**src/common/reiu_params.svh**
```systemverilog
// constants of the reset and interrupt exception unit
`ifndef REIU_PARAMS_SVH
`define REIU_PARAMS_SVH

// ----------
// register offsets (low address byte)
// ----------
`define REIU_OFS_EDGE_SEL 8'hF2
`define REIU_OFS_ENABLE1 8'hF3
`define REIU_OFS_ENABLE2 8'hF4
`define REIU_OFS_REQUEST1 8'hF6
`define REIU_OFS_REQUEST2 8'hF7
`define REIU_OFS_WAKE_REQ 8'hF9

// ----------
// reset values and fixed read bits
// ----------
`define REIU_EDGE_SEL_FIXED 3'h7
`define REIU_REQUEST1_FIXED 3'h1
`define REIU_POL_RESET 5'h00
`define REIU_EN_RESET 8'h00

// ----------
// enable register field positions
// ----------
`define REIU_EN1_WAKE 5
`define REIU_EN1_SERIAL1 6
`define REIU_EN1_TMA 7
`define REIU_EN2_TMB 0
`define REIU_EN2_TMC 1
`define REIU_EN2_TFL 2
`define REIU_EN2_TFH 3
`define REIU_EN2_TMG 4
`define REIU_EN2_SERIAL2 5
`define REIU_EN2_ADC 6
`define REIU_EN2_DIRECT 7

// ----------
// vectors and timing
// ----------
`define REIU_VEC_RESET 5'h00
`define REIU_VEC_FIRST_IRQ 5'h04
`define REIU_NUM_GROUPS 17
`define REIU_NUM_EDGE_PINS 5
`define REIU_NUM_WAKE_PINS 8
`define REIU_RELEASE_CLOCKS 8192
`define REIU_INIT_HOLD_CLOCKS 10

`endif

```
**src/common/reiu_pkg.sv**
```systemverilog
// types of the reset and interrupt exception unit
package reiu_pkg;

   // ----------
   // reset sequencer states
   // ----------
   typedef enum logic [4:0] {
      ST_RESET = 5'b00001,
      ST_WAIT_MODE = 5'b00010,
      ST_DELAY = 5'b00100,
      ST_FETCH = 5'b01000,
      ST_RUN = 5'b10000
   } reiu_state_e;

   // ----------
   // peripheral request lines, 20 in all
   // ----------
   typedef struct packed {
      logic serial1_done;
      logic tma_ovf;
      logic tmb_ovf;
      logic tmc_ovf;
      logic [1:0] tfl;
      logic [1:0] tfh;
      logic [1:0] tmg;
      logic [1:0] serial2;
      logic [5:0] serial3;
      logic adc_end;
      logic direct_xfer;
   } reiu_int_src_s;

   // ----------
   // exception request to the cpu core
   // ----------
   typedef struct packed {
      logic req;
      logic [4:0] num;
      logic [15:0] addr;
   } reiu_exc_s;

endpackage : reiu_pkg

```
**src/core/reiu_sync.sv**
```systemverilog
// three-stage pin synchroniser with agreement filter
`timescale 1ns/1ps
module reiu_sync #(
   parameter int W = 1
) (
   input wire logic clk,              // system clock
   input wire logic rstn,             // async reset, active low
   input wire logic [W-1:0] pin_in,   // asynchronous pin levels
   input wire logic [W-1:0] rst_val,  // level shown after reset
   output logic [W-1:0] level_q       // filtered synchronous level
);
   logic [W-1:0] s1_q;
   logic [W-1:0] s2_q;
   logic [W-1:0] s3_q;
   logic armed_q;

   initial begin
      if (W < 1) $error("reiu_sync: W must be at least 1");
   end

   always_ff @(posedge clk or negedge rstn) begin
      if (!rstn) begin
         s1_q <= '0;
         s2_q <= '0;
         s3_q <= '0;
      end else begin
         s1_q <= armed_q ? pin_in : rst_val;
         s2_q <= armed_q ? s1_q : rst_val;
         s3_q <= armed_q ? s2_q : rst_val;
      end
   end

   // reset value is taken by a clocked load, never by the async branch
   always_ff @(posedge clk or negedge rstn) begin
      if (!rstn) begin
         armed_q <= 1'b0;
      end else begin
         armed_q <= 1'b1;
      end
   end

   // a change counts once stages two and three agree
   always_ff @(posedge clk or negedge rstn) begin
      if (!rstn) begin
         level_q <= '0;
      end else if (!armed_q) begin
         level_q <= rst_val;
      end else begin
         for (int i = 0; i < W; i++) begin
            if (s2_q[i] == s3_q[i]) level_q[i] <= s3_q[i];
         end
      end
   end
endmodule : reiu_sync

```
**src/core/reiu_exc_unit.sv**
```systemverilog
// reset sequencer and fixed-priority interrupt arbiter
//
// Functional notes
// RULE_01: reset outranks and aborts all interrupt handling
// RULE_02: interrupts start only at instruction boundary
// RULE_03: low init pin halts and holds reset
// RULE_04: outside holds init pin low ten clocks
// RULE_05: outside holds init pin until clock stable
// RULE_06: mode high: release starts reset handling
// RULE_07: mode low: wait mode rise, count 8192
// RULE_08: reset handling sets interrupt mask bit
// RULE_09: reset fetches start address from vector zero
// RULE_10: first instruction runs before any interrupt
// RULE_11: five edge, eight wakeup, twenty internal sources
// RULE_12: only highest-priority pending request is served
// RULE_13: mask blocks acceptance, flags still set
// RULE_14: each edge pin picks its own edge
// RULE_15: reset 0, edge pins 4-8, wakeup 9
// RULE_16: serial one 10, timers A,B,C 11-13
// RULE_17: timer FL 14, FH 15, G 16
// RULE_18: serial two 17, serial three 18
// RULE_19: polarity 0 falling, 1 rising edge
// RULE_20: request flags clear by writing zero only
// RULE_21: vectors one to three never issued
// RULE_22: pins synchronised, one flag set per edge
// RULE_23: converter end 19, direct transfer 20
`timescale 1ns/1ps
`include "reiu_params.svh"
module reiu_exc_unit import reiu_pkg::*; #(
   parameter int RELEASE_CLOCKS = `REIU_RELEASE_CLOCKS
) (
   input wire logic clk,                       // system clock 100 MHz
   input wire logic rstn,                      // power-on reset, active low
   input wire logic chip_init_pin_n,           // init pin, active low
   input wire logic mode_select_pin,           // mode select pin
   input wire logic [4:0] edge_request_pin,    // edge request pins
   input wire logic [7:0] wakeup_pin_n,        // wakeup pins, active low
   input wire reiu_int_src_s int_src,          // peripheral requests
   input wire logic insn_boundary,             // cpu between instructions
   input wire logic insn_done,                 // pulse: instruction retired
   input wire logic exc_ack,                   // pulse: cpu took exception
   input wire logic ccr_i_we,                  // cpu writes mask bit
   input wire logic ccr_i_wdata,               // new mask bit value
   input wire logic [7:0] reg_addr,            // register address
   input wire logic [7:0] reg_wdata,           // register write data
   input wire logic reg_wr,                    // write strobe
   input wire logic reg_rd,                    // read strobe
   output logic [7:0] reg_rdata_q,             // read data, next cycle
   output logic cpu_reset_q,                   // cpu and peripherals reset
   output logic ccr_i_q,                       // interrupt mask bit
   output reiu_exc_s exc_q                     // exception request
);
   localparam int CW = $clog2(RELEASE_CLOCKS + 1);
   localparam int NG = `REIU_NUM_GROUPS;

   initial begin
      if (RELEASE_CLOCKS < 1) $error("reiu_exc_unit: RELEASE_CLOCKS < 1");
      if (CW > 24) $error("reiu_exc_unit: RELEASE_CLOCKS too large");
   end

   // ----------
   // pin synchronisers
   // ----------
   logic init_n_s;
   logic mode_s;
   logic [4:0] edge_s;
   logic [7:0] wake_s;
   logic [14:0] pins_s;

   reiu_sync #(.W(15)) u_sync (  // [RULE_22]
      .clk(clk),
      .rstn(rstn),
      .pin_in({chip_init_pin_n, mode_select_pin, edge_request_pin,
               wakeup_pin_n}),
      .rst_val(15'h3FFF),  // init reads low: no early release
      .level_q(pins_s)
   );

   assign init_n_s = pins_s[14];
   assign mode_s = pins_s[13];
   assign edge_s = pins_s[12:8];
   assign wake_s = pins_s[7:0];

   // ----------
   // reset sequencer
   // ----------
   reiu_state_e state_q;
   reiu_state_e state_d;
   logic [CW-1:0] cnt_q;
   logic mode_prev_q;
   logic mode_rise;

   assign mode_rise = mode_s && !mode_prev_q;

   always_comb begin
      state_d = state_q;
      unique case (state_q)
         ST_RESET: begin
            if (init_n_s) begin
               state_d = mode_s ? ST_FETCH : ST_WAIT_MODE;  // [RULE_06]
            end
         end
         ST_WAIT_MODE: begin
            if (mode_rise) state_d = ST_DELAY;  // [RULE_07]
         end
         ST_DELAY: begin
            if (cnt_q == CW'(RELEASE_CLOCKS - 1)) begin
               state_d = ST_FETCH;  // [RULE_07]
            end
         end
         ST_FETCH: begin
            if (exc_ack) state_d = ST_RUN;
         end
         ST_RUN: state_d = ST_RUN;
      endcase
      // a low init pin overrides every state at once
      if (!init_n_s) state_d = ST_RESET;  // [RULE_03] [RULE_01]
   end

   always_ff @(posedge clk or negedge rstn) begin
      if (!rstn) state_q <= ST_RESET;
      else state_q <= state_d;
   end

   always_ff @(posedge clk or negedge rstn) begin
      if (!rstn) mode_prev_q <= 1'b1;
      else mode_prev_q <= mode_s;
   end

   always_ff @(posedge clk or negedge rstn) begin
      if (!rstn) cnt_q <= '0;
      else if (state_q == ST_DELAY) cnt_q <= cnt_q + CW'(1);  // [RULE_07]
      else cnt_q <= '0;
   end

   // peripherals stay in reset until the vector fetch phase
   always_ff @(posedge clk or negedge rstn) begin
      if (!rstn) cpu_reset_q <= 1'b1;
      else cpu_reset_q <= (state_d == ST_RESET) ||
                          (state_d == ST_WAIT_MODE) ||
                          (state_d == ST_DELAY);  // [RULE_03] [RULE_07]
   end

   // ----------
   // software registers
   // ----------
   logic [4:0] pol_q;
   logic [7:0] en1_q;
   logic [7:0] en2_q;
   logic [4:0] edge_flag_q;
   logic [7:0] wake_flag_q;
   logic [4:0] edge_prev_q;
   logic [7:0] wake_prev_q;
   logic [4:0] edge_evt;
   logic [7:0] wake_evt;
   logic wr_edge;
   logic wr_en1;
   logic wr_en2;
   logic wr_req1;
   logic wr_wake;
   logic periph_rst;

   assign periph_rst = cpu_reset_q;
   assign wr_edge = reg_wr && (reg_addr == `REIU_OFS_EDGE_SEL);
   assign wr_en1 = reg_wr && (reg_addr == `REIU_OFS_ENABLE1);
   assign wr_en2 = reg_wr && (reg_addr == `REIU_OFS_ENABLE2);
   assign wr_req1 = reg_wr && (reg_addr == `REIU_OFS_REQUEST1);
   assign wr_wake = reg_wr && (reg_addr == `REIU_OFS_WAKE_REQ);

   always_ff @(posedge clk or negedge rstn) begin
      if (!rstn) begin
         pol_q <= `REIU_POL_RESET;
         en1_q <= `REIU_EN_RESET;
         en2_q <= `REIU_EN_RESET;
      end else if (periph_rst) begin
         pol_q <= `REIU_POL_RESET;  // [RULE_01] [RULE_08] [RULE_19]
         en1_q <= `REIU_EN_RESET;
         en2_q <= `REIU_EN_RESET;
      end else begin
         if (wr_edge) pol_q <= reg_wdata[4:0];  // [RULE_14]
         if (wr_en1) en1_q <= reg_wdata;
         if (wr_en2) en2_q <= reg_wdata;
      end
   end

   // edge detection on synchronised levels
   always_ff @(posedge clk or negedge rstn) begin
      if (!rstn) begin
         edge_prev_q <= 5'h1F;
         wake_prev_q <= 8'hFF;
      end else begin
         edge_prev_q <= edge_s;
         wake_prev_q <= wake_s;
      end
   end

   always_comb begin
      for (int i = 0; i < `REIU_NUM_EDGE_PINS; i++) begin
         edge_evt[i] = pol_q[i] ? (edge_s[i] && !edge_prev_q[i])
                                : (!edge_s[i] && edge_prev_q[i]);  // [RULE_19]
      end
   end
   assign wake_evt = wake_prev_q & ~wake_s;  // [RULE_22]

   // set wins over a write-zero clear in the same cycle
   always_ff @(posedge clk or negedge rstn) begin
      if (!rstn) begin
         edge_flag_q <= 5'h00;
         wake_flag_q <= 8'h00;
      end else if (periph_rst) begin
         edge_flag_q <= 5'h00;  // [RULE_01]
         wake_flag_q <= 8'h00;
      end else begin
         edge_flag_q <= (wr_req1 ? (edge_flag_q & reg_wdata[4:0])
                                 : edge_flag_q) | edge_evt;  // [RULE_20] [RULE_13]
         wake_flag_q <= (wr_wake ? (wake_flag_q & reg_wdata)
                                 : wake_flag_q) | wake_evt;  // [RULE_20] [RULE_13]
      end
   end

   // ----------------------------------------------------------------------
   // register read port
   // ----------------------------------------------------------------------
   logic [7:0] int_stat;

   assign int_stat = {int_src.direct_xfer, int_src.adc_end,
                      |int_src.serial2, |int_src.tmg, |int_src.tfh,
                      |int_src.tfl, int_src.tmc_ovf, int_src.tmb_ovf};

   always_ff @(posedge clk or negedge rstn) begin
      if (!rstn) begin
         reg_rdata_q <= 8'h00;
      end else if (reg_rd) begin
         unique case (reg_addr)
            `REIU_OFS_EDGE_SEL: reg_rdata_q <= {`REIU_EDGE_SEL_FIXED, pol_q};
            `REIU_OFS_ENABLE1: reg_rdata_q <= en1_q;
            `REIU_OFS_ENABLE2: reg_rdata_q <= en2_q;
            `REIU_OFS_REQUEST1: reg_rdata_q <= {`REIU_REQUEST1_FIXED,
                                                edge_flag_q};
            `REIU_OFS_REQUEST2: reg_rdata_q <= int_stat;
            `REIU_OFS_WAKE_REQ: reg_rdata_q <= wake_flag_q;
            default: reg_rdata_q <= 8'h00;
         endcase
      end else begin
         reg_rdata_q <= 8'h00;
      end
   end

   // ----------------------------------------------------------------------
   // request grouping by vector, index 0 is vector 4
   // ----------------------------------------------------------------------
   logic [NG-1:0] grp;

   always_comb begin
      grp[4:0] = edge_flag_q & en1_q[4:0];  // [RULE_15] [RULE_11]
      grp[5] = (|wake_flag_q) && en1_q[`REIU_EN1_WAKE];  // [RULE_15]
      grp[6] = int_src.serial1_done && en1_q[`REIU_EN1_SERIAL1];  // [RULE_16]
      grp[7] = int_src.tma_ovf && en1_q[`REIU_EN1_TMA];  // [RULE_16]
      grp[8] = int_src.tmb_ovf && en2_q[`REIU_EN2_TMB];  // [RULE_16]
      grp[9] = int_src.tmc_ovf && en2_q[`REIU_EN2_TMC];  // [RULE_16]
      grp[10] = (|int_src.tfl) && en2_q[`REIU_EN2_TFL];  // [RULE_17]
      grp[11] = (|int_src.tfh) && en2_q[`REIU_EN2_TFH];  // [RULE_17]
      grp[12] = (|int_src.tmg) && en2_q[`REIU_EN2_TMG];  // [RULE_17]
      grp[13] = (|int_src.serial2) && en2_q[`REIU_EN2_SERIAL2];  // [RULE_18]
      // serial three gates its six events with its own enables
      grp[14] = |int_src.serial3;  // [RULE_18]
      grp[15] = int_src.adc_end && en2_q[`REIU_EN2_ADC];  // [RULE_23]
      grp[16] = int_src.direct_xfer && en2_q[`REIU_EN2_DIRECT];  // [RULE_23]
   end

   // ----------------------------------------------------------------------
   // fixed-priority pick, lowest index wins
   // ----------------------------------------------------------------------
   logic pend;
   logic [4:0] pick_num;

   always_comb begin
      pend = 1'b0;
      pick_num = `REIU_VEC_FIRST_IRQ;
      for (int i = NG - 1; i >= 0; i--) begin
         if (grp[i]) begin
            pend = 1'b1;
            pick_num = `REIU_VEC_FIRST_IRQ + 5'(i);  // [RULE_12] [RULE_21]
         end
      end
   end

   // ----------------------------------------------------------------------
   // mask bit, first-instruction hold and exception request
   // ----------------------------------------------------------------------
   logic hold_q;
   logic accept;

   // hold covers the stack pointer set-up that the first instruction does
   always_ff @(posedge clk or negedge rstn) begin
      if (!rstn) hold_q <= 1'b1;
      else if (state_q != ST_RUN) hold_q <= 1'b1;  // [RULE_10]
      else if (insn_done) hold_q <= 1'b0;  // [RULE_10]
   end

   always_ff @(posedge clk or negedge rstn) begin
      if (!rstn) ccr_i_q <= 1'b1;
      else if (state_q != ST_RUN) ccr_i_q <= 1'b1;  // [RULE_08]
      else if (exc_ack) ccr_i_q <= 1'b1;
      else if (ccr_i_we) ccr_i_q <= ccr_i_wdata;
   end

   // no new request while one is outstanding: handling in progress
   assign accept = (state_q == ST_RUN) && insn_boundary && pend &&
                   !ccr_i_q && !hold_q && !exc_q.req;  // [RULE_02] [RULE_13]

   always_ff @(posedge clk or negedge rstn) begin
      if (!rstn) begin
         exc_q <= '0;
      end else if (state_d == ST_RESET || state_d == ST_WAIT_MODE ||
                   state_d == ST_DELAY) begin
         exc_q <= '0;  // [RULE_01]
      end else if (state_d == ST_FETCH) begin
         exc_q.req <= 1'b1;  // [RULE_09]
         exc_q.num <= `REIU_VEC_RESET;
         exc_q.addr <= {10'h000, `REIU_VEC_RESET, 1'b0};  // [RULE_09]
      end else if (exc_ack) begin
         exc_q.req <= 1'b0;
      end else if (accept) begin
         exc_q.req <= 1'b1;  // [RULE_12]
         exc_q.num <= pick_num;
         exc_q.addr <= {10'h000, pick_num, 1'b0};  // [RULE_15]
      end
   end

endmodule : reiu_exc_unit

```
**config.mk**
```make
export PLATFORM = sky130hd
export DESIGN_NAME = reiu_exc_unit
export DESIGN_NICKNAME = d
export VERILOG_FILES = /design/src/common/reiu_pkg.sv /design/src/core/reiu_sync.sv /design/src/core/reiu_exc_unit.sv
export VERILOG_INCLUDE_DIRS = /design/src /design/src/common
export SDC_FILE = /design/constraint.sdc
export NUM_CORES = 1
export LEC_CHECK = 0
export BUFFER_PORTS_ARGS = -buffer_cell sky130_fd_sc_hd__buf_2
export CAP_MARGIN = 10
export CORE_MARGIN = 2
export CORE_UTILIZATION = 40
export CTS_CLUSTER_SIZE = 28
export DETAILED_ROUTE_END_ITERATION = 16
export PLACE_DENSITY_LB_ADDON = 0.3
export SKIP_CTS_REPAIR_TIMING = 1
export SYNTH_ARGS = -nofsm -noshare
export SYNTH_HDL_FRONTEND = slang
export SYNTH_SLANG_ARGS = --single-unit
```
**constraint.sdc**
```tcl
create_clock -name clk -period 2.8 [get_ports clk]
set_input_delay 0.14 -clock clk [delete_from_list [all_inputs] [get_ports clk]]
set_output_delay 0.14 -clock clk [all_outputs]
set_load 0.1 [all_outputs]
```
==> flow_summary_export.csv <==
group,metric,value,unit
cells_and_area,fin_util,50.1,%
power,netSwitchingFraction,24.7,%
floorplanning,die_h,130,um
cells_and_area,num_antenna_cells,0,
detailed_routing,drt_drc_violations_left,0,
synth,synthCells,592,
grt,grt_max_degree,74,
synth,synth.cells.most_frequent,"dfrtp_1 (127), nor2_1 (67), a21oi_1 (52), nand2b_1 (52), o21ai_0 (41)",
worst_setup_path,critPathRequiredTime,3.14,ns
detailed_routing,postRouteAntennaNets,0,
floorplanning,die-width,130,um
cells_and_area,finish.net_count,752,
grt,grt-busiest-layer,"met2",
synth,postSynthAreaPerCell,10.7,sq um
clock_tree,tritoncts_num_sinks,145,
synth,synth_compound_gate_area_share,13.6,%
grt,track_usage,16.8,%
timing,grt_setup_unrepaired,"false",
worst_setup_path,cell_family_with_the_largest_share_of_critical_path_delay,"simple AND/OR/NAND/NOR gates",
grt,globalRouteOverflowTotal,0,
synth,postSynthRegisterBits,145,
clock_tree,clock_tree.buffer_depth,2,
power,power_frac_comb,5.4,%
synth,ys_dominant_reg_cell,"dfrtp_1",
worst_setup_path,critical_path_cell_list,"ha_1 > nand3_1 > nor4_1 > o32a_1 > nand4_1 > a31oi_1",
power,power.density_cell_area,606,nW/um^2
synth,synthXorXnorAreaFrac,1.67,%
detailed_routing,average_wire_length_per_cell_after_detail_routing,14.6,um
detailed_routing,drt-vias-per-instance,5.15,
synth,synthAdderAreaFrac,0.198,%
placed_design,numPortBuffers,80,
timing,final-setup-viol-count,0,
detailed_routing,drtIter0Drc,325,
clock_tree,cts_tree,"built",
worst_setup_path,crit_arrival,2.30,ns
synth,post_synth_main_area_contributors,"dfrtp_1 (50%), dfstp_2 (7.5%), nand2b_1 (5.2%)",
synth,synthDominantAreaCellType,"dfrtp_1",
timing,final_hold_viol_count,0,
worst_setup_path,startpoint_type,"flip-flop",
power,power.share.clock,48.6,%
floorplanning,boundary_pins,92,
grt,grt.met1_usage,23.4,%
power,vdd_ir_max,0.000397,V
timing,final-max-slew-violation-count,0,
timing,slew_headroom,55.8,%
synth,synthArstFlopShare,100,%
worst_setup_path,critical_path.endpoint_type,"flip-flop",
detailed_routing,wl,13300,um
clock_tree,cts.clk_slew.worst_paths,0.07,ns
worst_hold_path,hold_path_class,"in -> reg",
grt,grt_pass1_wl,21800,um
cells_and_area,multi_input_gate_area,2440,sq um
synth,synth-edff-count,0,
cells_and_area,final-seq-area,3650,sq um
clock_tree,tritoncts.num_buffers,17,
power,power_frac_seq,46.0,%
synth,synth_most_common_cell,"dfrtp_1",
clock_tree,master_cell_of_the_clock_root_buffer,"clkbuf_16",
worst_setup_path,worst_path_fanout_max,5,
synth,synth-simple-area-share,18.4,%
placed_design,gp_congestion,0.849,
status,run_status,"finished clean",
floorplanning,design.die.area,16800,sq um
grt,grt_use_met3,3.55,%
grt,antenna_violations_before_repair,0,
run,drv.max_cap_violation_count,0,
synth,synth_top_cell_area_share,50.3,%
synth,dominant_combinational_cell_family_by_area_after_synthesis,"simple AND/OR/NAND/NOR gates",
power,p_int,3.50,mW
timing,hold-worst-slack,0.00761,ns
grt,via_count_of_the_first_global_routing_pass,4386,
timing,finalCritPeriodShare,70.0,%
timing,timing.setup.tns,0,ns
placed_design,post-dp-hpwl,9160,um
synth,syn_area,6310,sq um
worst_setup_path,timing.critical_path.slowest_stage_cell,"nor4_1",
floorplanning,core_region_area,15300,sq um
clock_tree,cts.htree.levels,4,
synth,post_synth_mux_area_share,3.96,%
timing,max_slew.worst_pin.slew,0.663,ns
worst_setup_path,setup.worst_path.class,"reg -> reg",
floorplanning,std_cell_rows,45,
synth,yosys_warnings,0,
clock_tree,clock_insertion_delay_worst_skew,0.42,ns
detailed_routing,detailedRoute.firstPassIterationCount,5,
worst_setup_path,cp.buffers_inverters,0,
timing,fin_skew,0.00836,ns
power,power_leakage,3.15,nW
cells_and_area,num-fill-cells,1431,
cells_and_area,syn_to_final_growth,21.5,%
detailed_routing,via_count,4708,
timing,clock.fmax,0.511,GHz
floorplanning,start_util,41.2,%
grt,global_route.usage.met2,25.0,%
cells_and_area,drive_above_1_share,22.4,%
synth,synth-seq-area-share,57.8,%
synth,netlist-cell-type-count,62,
worst_setup_path,highest_cell_delay_on_the_worst_timing_path,0.54,ns
power,net_load_switching_power,1.15,mW
timing,finalCriticalPeriod,1.96,ns
[worst min-delay path, stage by stage]
cell,delay [ns]
buf_2,0.13
nand3_1,0.07
a21oi_1,0.05
[placed cells by master (no fill, tap or decap), drive strengths merged, types with 12 or more instances in the layout]
master       netlist  final
clkbuf            15     18
nor2              67     67
buf               21     87
nand2b            52     52
nand2             38     38
a21oi             52     52
dfrtp            127    127
mux2i             16     16
conb               2     12
dlygate4sd3        0     19
o21ai             43     43
inv               16     27
dfstp             18     18
nand3             18     18
[final cells by class]
| type | count | area share [%] |
|---|---|---|
| Clock buffer | 18 | 5.73 |
| Tap cell | 211 | 3.44 |
| Inverter | 16 | 0.783 |
| Multi-Input combinational cell | 405 | 31.8 |
| Sequential cell | 145 | 47.6 |
| Timing Repair Buffer | 106 | 8.63 |
| Clock inverter | 14 | 2.02 |
[kinds of logic (layout without fill, tap and decap cells)]
| logic type | Yosys count | in the layout |
|---|---|---|
| AO/OA/AOI/OAI | 138 | 138 |
| buffers and inverters | 52 | 154 |
| adder cells (fa/ha/maj) | 1 | 1 |
| multiplexers | 24 | 24 |
| AND/OR/NAND/NOR | 218 | 218 |
| XOR/XNOR | 12 | 12 |
| flip-flops | 145 | 145 |
| other | 2 | 12 |
[metrics by stage]
step | area, sq um | setup slack, ns | std cells | power (mW)
after floorplan | 6350 | 0.916 | 602 | 2.31
after global placement | 6880 | 0.867 | 864 | 2.40
after detailed placement | 6880 | 0.786 | 864 | 2.41
after CTS | 7480 | 0.852 | 896 | 4.68
after global routing | 7670 | 0.646 | 915 | 4.82
final | 7670 | 0.841 | 915 | 4.65
[power groups by stage]
stage	combinational, mW	clock [mW]	sequential (mW)
2_1_floorplan	0.133	0	2.17
3_3_place_gp	0.231	0	2.17
3_5_place_dp	0.235	0	2.17
4_1_cts	0.235	2.31	2.14
5_1_grt	0.278	2.40	2.14
6_report	0.252	2.26	2.14
[layer usage]
metal	vias to the layer above	routed length, um
li1	2260	-
met1	2269	6310
met2	163	6010
met3	16	780
met4	0	220
met5	-	0
[flip-flops by register name, summed over array words and instances, names as in the netlist, 5 cells and up]
signal / count
wake_flag_q: 8
edge_flag_q: 5
u_sync.s1_q: 15
reg_rdata_q: 8
u_sync.level_q: 15
en2_q: 8
cnt_q: 14
u_sync.s3_q: 15
en1_q: 8
u_sync.s2_q: 15
edge_prev_q: 5
state_q: 5
pol_q: 5
exc_q: 6
wake_prev_q: 8
[final timing paths]
check                                                    from                         to  slack, ns  depth (start not counted)
worst min-delay path                             reg_wdata[2]       en2_q[2]$_DFFE_PN0P_      0.008                          3
min in group asynchronous                                rstn  u_sync.s1_q[14]$_DFF_PN0_       0.31                          2
max in group asynchronous                                rstn   edge_prev_q[3]$_DFF_PN1_       1.66                          3
worst max register to register             cnt_q[0]$_DFF_PN0_      exc_q[21]$_DFFE_PN0P_       0.84                          6
worst min register to register  u_sync.level_q[2]$_DFFE_PN0P_   wake_prev_q[2]$_DFF_PN1_       0.40                          0
worst max-delay path                       cnt_q[0]$_DFF_PN0_      exc_q[21]$_DFFE_PN0P_       0.84                          6
Power figures use the tool's default switching activity.
